===== src/scs_pkg.sv =====
// constants, field layouts and carrier types of the chip-select config block
// assumes a 32-bit register bus with one aligned word per register
package scs_pkg;
    // register byte offsets
    localparam logic [11:0] SCS_OFF_AREA_TWO = 12'h000;
    localparam logic [11:0] SCS_OFF_AREA_THREE = 12'h004;
    localparam logic [11:0] SCS_OFF_TIMING = 12'h008;
    localparam logic [11:0] SCS_OFF_STATUS = 12'h00C;

    // fixed per-area configuration content
    localparam int SCS_AREAS = 2;
    localparam logic [7:0] SCS_AREA_TWO_START = 8'h62;
    localparam logic [7:0] SCS_AREA_THREE_START = 8'h63;
    localparam logic [7:0] SCS_FILL_BYTE = 8'hFF;
    localparam logic SCS_ALE_USED_RST = 1'b1;
    localparam logic [2:0] SCS_BURST_SINGLE = 3'h0;
    localparam logic [2:0] SCS_BURST_FOUR = 3'h1;
    localparam logic [1:0] SCS_WIDTH_16 = 2'h1;
    localparam int SCS_START_LSB = 24;
    localparam int SCS_FILL_LSB = 16;
    localparam int SCS_ALE_BIT = 11;
    localparam int SCS_BURST_LSB = 3;
    localparam int SCS_WIDTH_LSB = 0;
    localparam logic [2:0] SCS_BURST_RST = SCS_BURST_SINGLE;
    localparam logic [1:0] SCS_WIDTH_RST = SCS_WIDTH_16;

    // timing register layout
    localparam int SCS_RC_LSB = 0;
    localparam int SCS_WC_LSB = 4;
    localparam int SCS_CEOE_LSB = 8;
    localparam int SCS_WP_LSB = 11;
    localparam int SCS_PC_LSB = 14;
    localparam int SCS_TR_LSB = 17;
    localparam int SCS_TIMING_W = 20;
    localparam logic [19:0] SCS_TIMING_RST = 20'h29144;

    // least legal codes of the timing fields other than page cycle
    localparam logic [3:0] SCS_RC_MIN = 4'h2;
    localparam logic [3:0] SCS_WC_MIN = 4'h3;
    localparam logic [2:0] SCS_SHORT_MIN = 3'h1;

    // beats of a four-beat read burst
    localparam logic [2:0] SCS_FOUR_BEATS = 3'h4;

    // axi responses
    localparam logic [1:0] SCS_RESP_OKAY = 2'h0;
    localparam logic [1:0] SCS_RESP_SLVERR = 2'h2;

    // field order matches bits 19 down to 0 of the timing register
    typedef struct packed {
        logic [2:0] turnaround_setting;
        logic [2:0] page_cycle_setting;
        logic [2:0] write_pulse_setting;
        logic [2:0] oe_delay_setting;
        logic [3:0] write_cycle_setting;
        logic [3:0] read_cycle_setting;
    } scs_timing_t;

    typedef struct packed {
        logic [7:0] start_byte;
        logic ale_used;
        logic [2:0] read_burst_len;
        logic [1:0] area_bus_width;
    } scs_area_cfg_t;

    typedef enum logic [2:0] {
        SCS_ST_IDLE = 3'b001,
        SCS_ST_CYCLE = 3'b010,
        SCS_ST_TURN = 3'b100
    } scs_state_t;
endpackage


===== src/scs_area_match.sv =====
// one chip-select area: fixed config word and upper-byte address match
// assumes the caller supplies the access address already stable
`timescale 1ns/1ps
module scs_area_match
    import scs_pkg::*;
#(
    parameter logic [7:0] START_BYTE = 8'h00
) (
    input wire logic [7:0] addr_top,
    output scs_area_cfg_t cfg,
    output logic [31:0] cfg_word,
    output logic hit
);
    // configuration is hard-wired, so writes can never alter it
    assign cfg.start_byte = START_BYTE;
    assign cfg.ale_used = SCS_ALE_USED_RST;
    assign cfg.read_burst_len = SCS_BURST_RST;
    assign cfg.area_bus_width = SCS_WIDTH_RST;

    // bits 23-16 read as the fill byte 0xFF; other unused bits read as zero
    assign cfg_word = (32'(cfg.start_byte) << SCS_START_LSB)
                    | (32'(SCS_FILL_BYTE) << SCS_FILL_LSB)
                    | (32'(cfg.ale_used) << SCS_ALE_BIT)
                    | (32'(cfg.read_burst_len) << SCS_BURST_LSB)
                    | (32'(cfg.area_bus_width) << SCS_WIDTH_LSB);

    assign hit = (addr_top == cfg.start_byte);
endmodule


===== src/scs_config.sv =====
// chip-select config registers, timing register and access sequencer
// assumes an axi4-lite master on aclk and one external access at a time
`timescale 1ns/1ps
// How it works
// - area two config returns start byte 0x62 in bits 31-24, writes ignored
// - area three config returns start byte 0x63 in bits 31-24, read-only
// - bit 11 tells whether address latch strobe is used; reads one
// - bits 5-3 give read burst: 000 one beat, 001 four beats; reads 000
// - bits 1-0 give area data width; 01 means 16 bits
// - timing register: write cycle bits 7-4, write pulse bits 13-11, in clocks
// - turnaround bits 19-17; bits 31-20 always zero
// - both areas serve 16-bit nor flash or sram on the muxed bus
// - read cycle codes 2..15, write cycle codes 3..15 clocks
// - turnaround, write pulse, oe delay codes 1..7 clocks
module scs_config
    import scs_pkg::*;
#(
    parameter int ADDR_W = 12
) (
    input wire logic aclk,
    input wire logic aresetn,
    input wire logic ce,
    input wire logic [ADDR_W-1:0] s_axi_awaddr,
    input wire logic s_axi_awvalid,
    output logic s_axi_awready,
    input wire logic [31:0] s_axi_wdata,
    input wire logic [3:0] s_axi_wstrb,
    input wire logic s_axi_wvalid,
    output logic s_axi_wready,
    output logic [1:0] s_axi_bresp,
    output logic s_axi_bvalid,
    input wire logic s_axi_bready,
    input wire logic [ADDR_W-1:0] s_axi_araddr,
    input wire logic s_axi_arvalid,
    output logic s_axi_arready,
    output logic [31:0] s_axi_rdata,
    output logic [1:0] s_axi_rresp,
    output logic s_axi_rvalid,
    input wire logic s_axi_rready,
    input wire logic mem_req,
    input wire logic mem_write,
    input wire logic [31:0] mem_addr,
    output logic mem_busy,
    output logic mem_done,
    output logic mem_miss,
    output logic [SCS_AREAS-1:0] area_sel,
    output logic ale_strobe,
    output logic [2:0] burst_len,
    output scs_timing_t timing
);
    generate
        if (ADDR_W < 4 || ADDR_W > 32) begin : g_bad_addr
            $error("scs_config: ADDR_W must be 4 to 32");
        end
    endgenerate

    localparam logic [7:0] AREA_START [SCS_AREAS] = '{SCS_AREA_TWO_START, SCS_AREA_THREE_START};

    // area decode and fixed config words
    scs_area_cfg_t area_cfg [SCS_AREAS];
    logic [31:0] area_word [SCS_AREAS];
    logic [SCS_AREAS-1:0] area_hit;
    genvar gi;
    generate
        for (gi = 0; gi < SCS_AREAS; gi++) begin : g_area
            scs_area_match #(.START_BYTE(AREA_START[gi])) u_match (
                .addr_top(mem_addr[31:24]),
                .cfg(area_cfg[gi]),
                .cfg_word(area_word[gi]),
                .hit(area_hit[gi])
            );
        end
    endgenerate

    // write channel holding registers
    logic aw_have_q, aw_have_d;
    logic w_have_q, w_have_d;
    logic [ADDR_W-1:0] awaddr_q;
    logic [31:0] wdata_q;
    logic [3:0] wstrb_q;
    logic bvalid_q;
    logic [1:0] bresp_q;
    logic rvalid_q;
    logic [1:0] rresp_q;
    logic [31:0] rdata_q;
    logic [SCS_TIMING_W-1:0] timing_q;

    assign s_axi_awready = ce & ~aw_have_q & ~bvalid_q;
    assign s_axi_wready = ce & ~w_have_q & ~bvalid_q;
    assign s_axi_arready = ce & ~rvalid_q;
    assign s_axi_bvalid = bvalid_q;
    assign s_axi_bresp = bresp_q;
    assign s_axi_rvalid = rvalid_q;
    assign s_axi_rresp = rresp_q;
    assign s_axi_rdata = rdata_q;

    wire aw_take = s_axi_awvalid & s_axi_awready;
    wire w_take = s_axi_wvalid & s_axi_wready;
    wire ar_take = s_axi_arvalid & s_axi_arready;
    wire wr_commit = aw_have_q & w_have_q & ~bvalid_q;
    assign aw_have_d = (aw_have_q | aw_take) & ~wr_commit;
    assign w_have_d = (w_have_q | w_take) & ~wr_commit;

    wire [ADDR_W-1:0] wr_aligned = {awaddr_q[ADDR_W-1:2], 2'b00};
    wire wr_timing = (wr_aligned == ADDR_W'(SCS_OFF_TIMING));
    wire wr_ro = (wr_aligned == ADDR_W'(SCS_OFF_AREA_TWO))
               | (wr_aligned == ADDR_W'(SCS_OFF_AREA_THREE))
               | (wr_aligned == ADDR_W'(SCS_OFF_STATUS));
    wire [1:0] wr_resp = (wr_timing | wr_ro) ? SCS_RESP_OKAY : SCS_RESP_SLVERR;

    // byte-lane merge; only the low 20 bits are kept
    logic [31:0] merged;
    genvar bi;
    generate
        for (bi = 0; bi < 4; bi++) begin : g_lane
            assign merged[bi*8 +: 8] = wstrb_q[bi] ? wdata_q[bi*8 +: 8] : 8'(32'(timing_q) >> (bi*8));
        end
    endgenerate
    wire [SCS_TIMING_W-1:0] timing_d = (wr_commit & wr_timing) ? merged[SCS_TIMING_W-1:0] : timing_q;

    // sequencer state
    scs_state_t state_q, state_d;
    logic [3:0] cnt_q, cnt_d;
    logic [2:0] beats_q, beats_d;
    logic [SCS_AREAS-1:0] sel_q, sel_d;
    logic ale_q, ale_d;
    logic done_q, done_d;
    logic miss_q, miss_d;
    logic [2:0] burst_q, burst_d;
    logic [7:0] miss_cnt_q, miss_cnt_d;

    // read mux
    wire [ADDR_W-1:0] rd_aligned = {s_axi_araddr[ADDR_W-1:2], 2'b00};
    wire rd_a2 = (rd_aligned == ADDR_W'(SCS_OFF_AREA_TWO));
    wire rd_a3 = (rd_aligned == ADDR_W'(SCS_OFF_AREA_THREE));
    wire rd_tm = (rd_aligned == ADDR_W'(SCS_OFF_TIMING));
    wire rd_st = (rd_aligned == ADDR_W'(SCS_OFF_STATUS));
    wire [31:0] status_word = {16'h0000, miss_cnt_q, 3'b000, state_q, 1'b0, ~state_q[0]};
    wire [31:0] rd_word = rd_a2 ? area_word[0]
                        : rd_a3 ? area_word[1]
                        : rd_tm ? 32'(timing_q)
                        : rd_st ? status_word
                        : 32'h0000_0000;
    wire [1:0] rd_resp = (rd_a2 | rd_a3 | rd_tm | rd_st) ? SCS_RESP_OKAY : SCS_RESP_SLVERR;

    assign timing = scs_timing_t'(timing_q);

    // codes below the legal floor are treated as the floor
    wire [3:0] rc_eff = (timing.read_cycle_setting < SCS_RC_MIN) ? SCS_RC_MIN : timing.read_cycle_setting;
    wire [3:0] wc_eff = (timing.write_cycle_setting < SCS_WC_MIN) ? SCS_WC_MIN : timing.write_cycle_setting;
    wire [2:0] tr_eff = (timing.turnaround_setting < SCS_SHORT_MIN) ? SCS_SHORT_MIN
                      : timing.turnaround_setting;

    wire any_hit = |area_hit;
    wire [$clog2(SCS_AREAS)-1:0] hit_idx = area_hit[1] ? 1'b1 : 1'b0;
    wire [2:0] hit_burst = area_cfg[hit_idx].read_burst_len;
    wire [2:0] start_beats = (~mem_write && hit_burst == SCS_BURST_FOUR) ? SCS_FOUR_BEATS : 3'h1;
    wire [3:0] start_cnt = mem_write ? wc_eff - 4'h1 : rc_eff - 4'h1;
    wire [3:0] turn_cnt = {1'b0, tr_eff} - 4'h1;

    always_comb begin
        state_d = state_q;
        cnt_d = cnt_q;
        beats_d = beats_q;
        sel_d = sel_q;
        ale_d = 1'b0;
        done_d = 1'b0;
        miss_d = 1'b0;
        burst_d = burst_q;
        miss_cnt_d = miss_cnt_q;
        unique case (state_q)
            SCS_ST_IDLE: begin
                if (mem_req && any_hit) begin
                    sel_d = area_hit;
                    ale_d = area_cfg[hit_idx].ale_used;
                    burst_d = hit_burst;
                    beats_d = start_beats;
                    cnt_d = start_cnt;
                    state_d = SCS_ST_CYCLE;
                end else if (mem_req) begin
                    // outside every area: refused, counted, never strobed
                    miss_d = 1'b1;
                    miss_cnt_d = miss_cnt_q + 8'h01;
                end
            end
            SCS_ST_CYCLE: begin
                if (cnt_q != 4'h0) begin
                    cnt_d = cnt_q - 4'h1;
                end else if (beats_q != 3'h1) begin
                    beats_d = beats_q - 3'h1;
                    cnt_d = rc_eff - 4'h1;
                end else begin
                    done_d = 1'b1;
                    sel_d = '0;
                    cnt_d = turn_cnt;
                    state_d = SCS_ST_TURN;
                end
            end
            SCS_ST_TURN: begin
                if (cnt_q != 4'h0) begin
                    cnt_d = cnt_q - 4'h1;
                end else begin
                    state_d = SCS_ST_IDLE;
                end
            end
        endcase
    end

    assign mem_busy = ~state_q[0];
    assign mem_done = done_q;
    assign mem_miss = miss_q;
    assign area_sel = sel_q;
    assign ale_strobe = ale_q;
    assign burst_len = burst_q;

    always_ff @(posedge aclk) begin
        if (!aresetn) begin
            aw_have_q <= 1'b0;
            w_have_q <= 1'b0;
            awaddr_q <= '0;
            wdata_q <= 32'h0000_0000;
            wstrb_q <= 4'h0;
            bvalid_q <= 1'b0;
            bresp_q <= SCS_RESP_OKAY;
            timing_q <= SCS_TIMING_RST;
        end else if (ce) begin
            aw_have_q <= aw_have_d;
            w_have_q <= w_have_d;
            if (aw_take) begin
                awaddr_q <= s_axi_awaddr;
            end
            if (w_take) begin
                wdata_q <= s_axi_wdata;
                wstrb_q <= s_axi_wstrb;
            end
            if (wr_commit) begin
                bvalid_q <= 1'b1;
                bresp_q <= wr_resp;
            end else if (s_axi_bready) begin
                bvalid_q <= 1'b0;
            end
            timing_q <= timing_d;
        end
    end

    always_ff @(posedge aclk) begin
        if (!aresetn) begin
            rvalid_q <= 1'b0;
            rresp_q <= SCS_RESP_OKAY;
            rdata_q <= 32'h0000_0000;
        end else if (ce) begin
            if (ar_take) begin
                rvalid_q <= 1'b1;
                rresp_q <= rd_resp;
                rdata_q <= rd_word;
            end else if (s_axi_rready) begin
                rvalid_q <= 1'b0;
            end
        end
    end

    always_ff @(posedge aclk) begin
        if (!aresetn) begin
            state_q <= SCS_ST_IDLE;
            cnt_q <= 4'h0;
            beats_q <= 3'h1;
            sel_q <= '0;
            ale_q <= 1'b0;
            done_q <= 1'b0;
            miss_q <= 1'b0;
            burst_q <= SCS_BURST_RST;
            miss_cnt_q <= 8'h00;
        end else if (ce) begin
            state_q <= state_d;
            cnt_q <= cnt_d;
            beats_q <= beats_d;
            sel_q <= sel_d;
            ale_q <= ale_d;
            done_q <= done_d;
            miss_q <= miss_d;
            burst_q <= burst_d;
            miss_cnt_q <= miss_cnt_d;
        end
    end
endmodule


===== config.mk =====
export PLATFORM = sky130hd
export DESIGN_NAME = scs_config
export DESIGN_NICKNAME = d
export VERILOG_FILES = /design/src/scs_pkg.sv /design/src/scs_area_match.sv /design/src/scs_config.sv
export SDC_FILE = /design/constraint.sdc
export NUM_CORES = 1
export LEC_CHECK = 0
export ABC_AREA = 1
export BUFFER_PORTS_ARGS = -buffer_cell sky130_fd_sc_hd__buf_4
export CORE_MARGIN = 2
export CORE_UTILIZATION = 25
export CTS_CLUSTER_DIAMETER = 100
export DETAILED_ROUTE_END_ITERATION = 6
export PLACE_DENSITY = 0.48
export SKIP_CTS_REPAIR_TIMING = 1
export SYNTH_ARGS = -nofsm -noshare
export SYNTH_HDL_FRONTEND = slang
export SYNTH_SLANG_ARGS = --single-unit

===== constraint.sdc =====
create_clock -name aclk -period 2 [get_ports aclk]
set_clock_uncertainty 0.05 [all_clocks]
set_input_delay 0.2 -clock aclk [delete_from_list [all_inputs] [get_ports aclk]]
set_output_delay 0.2 -clock aclk [all_outputs]
set_load 0.01 [all_outputs]

==> impl_metrics.csv, run 1 <==
group,metric,value,unit
route,met1_length,6.69,mm
timing,rsz0062_at_grt,"false",
worst_setup_path,cp-end-kind,"register",
timing,hold_viol_final,0,
route,routed_wl,13.5,mm
die,die_height,143,um
timing,setup_viol,0,
final_layout,drive_above_1_share,24.7,%
final_layout,layout_commonest_cell,"buf_4",
logic_synthesis,synth_ff_type,"dfxtp_1",
clock_tree,root_buffer,"clkbuf_16",
clock_tree,clk_latency,350,ps
global_routing,track_usage,13.8,%
clock_tree,h-tree-depth,3,
die,ios,172,
clock_tree,clkSinkCount,104,
logic_synthesis,netlist_area,4800,um2
power,power-per-cell-area,730,nW/um2
global_routing,grt_pass1_wl,21.8,mm
clock_tree,cts_tree,"done",
logic_synthesis,yosysWarnings,0,
logic_synthesis,synthDistinctLibCells,43,
logic_synthesis,synth-seq-area-share,43.3,%
clock_tree,clockBufferDepth,2,
worst_setup_path,rr_startpoint,"timing[2]$_SDFFE_PN1P_",
place,dp_hpwl,10.3,mm
worst_setup_path,rr_worst_depth,11,
global_routing,grt_max_degree,50,
power,total_power,4.50,mW
die,coreArea,18800,um2
logic_synthesis,async_flop_share,0,%
final_layout,diodes,0,
worst_setup_path,r2r-end,"cnt_q[2]$_SDFFE_PN0P_",
route,drt_iter0_drc,168,
route,top_layer_used,"met4",
place,gp_congestion,0.783,
die,initial_core_util,25.6,%
logic_synthesis,ys_ff_latch,104,
worst_setup_path,arrival,1900,ps
min_path,min_path_cells,3,
worst_setup_path,start_kind,"register",
place,place_ws,337,ps
worst_setup_path,worstSetupPathType,"reg -> reg",
die,rows,50,
worst_setup_path,crit_fanout,4,
global_routing,grt_pass1_vias,4097,
route,first_pass_iters,6,
route,via_count,4315,
route,avgRoutedWirePerCell,13.7,um
route,routed-wl-met3,898,um
clock_tree,clk_pin_slew,70,ps
final_layout,syn_to_final_growth,28.2,%
place,place_area,5880,um2
timing,period_minus_slack,1670,ps
worst_setup_path,required,2240,ps
route,ant_nets,0,
status,status,"finished clean",
timing,finalCritPeriodShare,83.4,%
timing,tns,0,ps
min_path,hold_class,"in -> reg",
final_layout,final-seq-area,2080,um2
final_layout,multi_input_area,2250,um2
route,drc_errors,0,
place,numPortBuffers,121,
route,wl_met2,5.84,mm
timing,slew_viol_final,0,
die,die_area,20300,um2
min_path,holdPathEnd,"awaddr_q[7]$_SDFFE_PN0P_",
logic_synthesis,synth_edf_count,0,
die,die_x,143,um
min_path,hold_start,"s_axi_awaddr[7]",
route,vias_per_cell,4.37,
final_layout,fin_area,6160,um2
global_routing,gr-total-overflow,0,
final_layout,n_fill_cell,2043,
logic_synthesis,syn_area_per_cell,7.52,um2
global_routing,antenna_found_initial,0,
final_layout,layout_common_cells,"buf_4, dfxtp_1, nand2_1, nor2_1, o21ai_0",
timing,layout_setup_ws,332,ps
power,irDropWorstVdd,0.000438,V
power,p_leak,2.64,nW
flow_run,drv_cap,0,
worst_setup_path,r2r_setup_slack,330,ps
clock_tree,cts_buffers,9,
logic_synthesis,syn-instance-count,639,
timing,fmax,599,MHz
final_layout,nNetsFinal,859,
-- Yosys cell counts, drive strengths merged, types with 2 or more instances --
master | number | share of area [%]
dfxtp | 104 | 43
nand2 | 104 | 8.8
nor2 | 93 | 8.0
o21ai | 76 | 7.9
a21oi | 67 | 7.1
inv | 66 | 5.2
nand3 | 34 | 4.0
buf | 25 | 3.9
clkbuf | 14 | 1.1
o211ai | 11 | 2.0
nor3 | 9 | 1.7
nand4 | 8 | 1.7
ha | 7 | 1.8
xor2 | 5 | 0.91
clkinv | 3 | 0.29
mux2i | 2 | 0.42
nor3b | 2 | 0.42
o21a | 2 | 0.31
o21bai | 2 | 0.31
-- critical path: stages, from the launching register on --
cell and delay [ps]:
dfxtp_1 410, inv_1 110, nand3_1 90, nand2_1 80
ha_1 200, xor2_1 190, nand3_1 100, o211ai_1 100
nand2_1 60, nand2_1 60, nor2_1 40, nor2_1 100
-- how the worst max path moves through the flow --
stage	to	cells after the start	from	slack [ps]
final	cnt_q[2]$_SDFFE_PN0P_	11	timing[2]$_SDFFE_PN1P_	330
after global routing	cnt_q[2]$_SDFFE_PN0P_	11	timing[2]$_SDFFE_PN1P_	60
after floorplan	cnt_q[2]$_SDFFE_PN0P_	11	timing[2]$_SDFFE_PN1P_	480
after CTS	cnt_q[2]$_SDFFE_PN0P_	11	timing[2]$_SDFFE_PN1P_	310
after detailed placement	cnt_q[2]$_SDFFE_PN0P_	11	timing[2]$_SDFFE_PN1P_	340
after global placement	wdata_q[13]$_SDFFE_PN0P_	9	ce	320
-- state kept, by name (all words and copies together) (netlist names), 4 cells and up --
| register | count |
|---|---|
| wdata_q | 20 |
| cnt_q | 4 |
| miss_cnt_q | 8 |
| awaddr_q | 10 |
| s_axi_rdata | 22 |
| timing | 20 |
-- kinds of logic after synthesis --
group	Yosys count	synth area share (%)
flops	104	43.3
other cells	1	0.0781
xor+xnor	6	1.09
compound gates	159	17.8
simple gates	252	24.9
mux	2	0.417
buf+inv	108	10.5
fa+ha+maj	7	1.82
-- per-stage QoR --
| stage | utilization [%] | hold slack [ps] | instances |
|---|---|---|---|
| after detailed placement | 31.3 | 395 | 973 |
| after global placement | 31.3 | 390 | 973 |
| after floorplan | - | 298 | 647 |
| after CTS | 32.8 | 18.9 | 988 |
| after global routing | 32.8 | 36.8 | 988 |
| final | 32.8 | 32.9 | 988 |
-- cell type report --
| type | count | share of cell area, % |
|---|---|---|
| multi-input combinational | 435 | 36.5 |
| sequential | 104 | 33.8 |
| timing repair buffer | 131 | 16.2 |
| tap | 234 | 4.75 |
| inverter | 69 | 4.29 |
| clock buffer | 13 | 4.23 |
| clock inverter | 2 | 0.244 |
-- metal layers --
layer  track usage, %  vias up
met2             21.3      112
met4             2.81        0
li1                 -     2290
met5                0        -
met1             18.8     1907
met3             4.33        6
-- power breakdown --
part	leakage [nW]	internal (mW)	total (mW)	switching, mW
combinational	1.66	0.256	0.616	0.360
clock	0.128	0.907	1.67	0.759
sequential	0.847	2.16	2.22	0.0542
(Power assumes the default switching activity.)
==> run 2: changes to the inputs <==
PLACE_DENSITY = 0.5   (was 0.48)
clock period = 1.5 ns   (was 2 ns; I/O delays follow)
==> impl_metrics.csv, run 2 (synthesis gave the netlist of run 1 again) <==
group,metric,value,unit
timing,rsz0062_at_grt,"true",
clock_tree,clk_pin_slew,70,ps
route,ant_nets,0,
timing,slew_viol_final,0,
die,initial_core_util,25.6,%
global_routing,antenna_found_initial,0,
timing,finalCritPeriodShare,101,%
global_routing,gr-total-overflow,0,
clock_tree,root_buffer,"clkbuf_16",
final_layout,largest_reg_flops,22,
worst_setup_path,cpMostUsedCell,"buf_4",
worst_setup_path,required,1740,ps
die,rows,50,
final_layout,layout_common_cells,"buf_4, dfxtp_1, nand2_1, nor2_1, a21oi_1",
global_routing,track_usage,13.7,%
clock_tree,clkSinkCount,104,
power,p_seq_share,44.1,%
clock_tree,cts_tree,"done",
power,irDropWorstVdd,0.000531,V
final_layout,layout_commonest_cell,"buf_4",
worst_setup_path,worstSetupPathType,"reg -> reg",
worst_setup_path,slowest_delay,360,ps
die,die_x,143,um
timing,fmax,662,MHz
power,p_sw,1.73,mW
worst_setup_path,rr_startpoint,"w_have_q$_SDFFE_PN0P_",
die,coreArea,18800,um2
final_layout,drive_above_1_share,34.1,%
timing,layout_setup_ws,-9.66,ps
route,routed_wl,14.4,mm
final_layout,syn_to_final_growth,44.6,%
place,numPortBuffers,121,
final_layout,final_cell_count_no_fill,1056,
route,drt_iter0_drc,177,
route,via_count,4621,
timing,setup_viol,1,
place,dp_cells,1029,
global_routing,grt_pass1_vias,4272,
route,avgRoutedWirePerCell,13.6,um
worst_setup_path,crit_end,"timing[6]$_SDFFE_PN1P_",
final_layout,diodes,0,
worst_setup_path,arrival,1750,ps
worst_setup_path,cp-startpoint,"w_have_q$_SDFFE_PN0P_",
place,dp_hpwl,10.7,mm
min_path,hold_start,"s_axi_wdata[3]",
timing,hold_viol_final,6,
worst_setup_path,r2r-end,"timing[6]$_SDFFE_PN1P_",
worst_setup_path,crit_path_top_delay_cell,"dfxtp_1",
min_path,hold_class,"in -> reg",
clock_tree,clockBufferDepth,2,
worst_setup_path,r2r_setup_slack,-10,ps
worst_setup_path,crit_fanout,5,
worst_setup_path,start_kind,"register",
global_routing,grt_max_degree,33,
power,p_leak,3.06,nW
power,power_frac_comb,15.1,%
route,vias_per_cell,4.38,
global_routing,grt_pass1_wl,21.8,mm
status,status,"complete, but fails checks",
power,p_int,4.99,mW
flow_run,drv_cap,0,
die,die_area,20300,um2
clock_tree,h-tree-depth,3,
route,first_pass_iters,4,
die,die_height,143,um
worst_setup_path,cp-end-kind,"register",
power,p_clk_share,40.9,%
timing,holdWs,-7.49,ps
place,gp_congestion,0.788,
timing,period_minus_slack,1510,ps
power,power-per-cell-area,967,nW/um2
worst_setup_path,rr_worst_depth,8,
clock_tree,clk_latency,350,ps
status,violations,"hold timing, setup timing",
clock_tree,cts_buffers,9,
worst_setup_path,crit_path_cell_trace,"inv_2 > nor3_2 > nand2_2 > inv_4 > nand4_4 > buf_4 > buf_4 > o211ai_2",
power,swShare,25.7,%
die,ios,172,
route,drc_errors,0,
final_layout,nNetsFinal,926,
==> run 2: changes by cell type in the layout (fill, tap and decap cells not counted), sizes merged <==
cell         before  now
clkinv            3    4
bufinv            0    3
buf             131  193
nand4             8   10
clkbuf           13   10
inv              66   68
clkinvlp          2    0
dlygate4sd3       0    3
==> run 2: power groups by stage <==
| stage | sequential [mW] | clock (mW) | combinational [mW] |
|---|---|---|---|
| 3_3_place_gp | 3.01 | 0 | 0.918 |
| 3_5_place_dp | 3.02 | 0 | 0.922 |
| 4_1_cts | 2.95 | 2.83 | 0.925 |
| 5_1_grt | 2.98 | 2.92 | 1.13 |
| 2_1_floorplan | 3.01 | 0 | 0.531 |
| 6_report | 2.96 | 2.74 | 1.01 |
==> run 2: area by class of cell <==
| type | instances | area [um2] |
|---|---|---|
| clock buffer | 10 | 229 |
| fill | 2013 | 11800 |
| multi-input combinational | 437 | 2390 |
| inverter | 69 | 275 |
| clock inverter | 6 | 116 |
| sequential | 104 | 2090 |
| tap | 234 | 293 |
| timing repair buffer | 196 | 1550 |
==> run 2: worst min-delay path by stage <==
stage                                to  slack [ps]  cells after the start
2_1_floorplan  awaddr_q[7]$_SDFFE_PN0P_         250                      2
3_3_place_gp   awaddr_q[7]$_SDFFE_PN0P_         340                      3
3_5_place_dp   awaddr_q[7]$_SDFFE_PN0P_         340                      3
4_1_cts        awaddr_q[7]$_SDFFE_PN0P_         -40                      3
5_1_grt        awaddr_q[6]$_SDFFE_PN0P_         0.8                      3
6_report        wdata_q[3]$_SDFFE_PN0P_          -7                      3
==> run 2: through the flow <==
step                TNS, ps  total power [mW]  worst slack [ps]  cell area, um2  util (%)
floorplan                 0              3.54              25.5            4840         -
global placement       -604              3.93             -62.8            6370      33.9
detailed placement    -1070              3.94              -106            6370      33.9
CTS                    -982              6.71             -92.5            6710      35.8
global route          -1630              7.03              -127            6950      37.0
finish                -9.66              6.72             -9.66            6950      37.0
==> run 2: metal layers <==
layer	global-route usage, %	vias up	wire length (um)
li1	-	2437	-
met1	17.8	2067	6660
met2	22.1	105	6740
met3	3.59	12	794
met4	4.53	0	194
met5	0	-	0
==> run 2: critical path: cells and delay by family (launching register included) <==
family	cells	cell delay (ps)
DFF	1	360
buffers and inverters	4	480
AOI/OAI and AO/OA	1	120
and+or+nand+nor	3	440
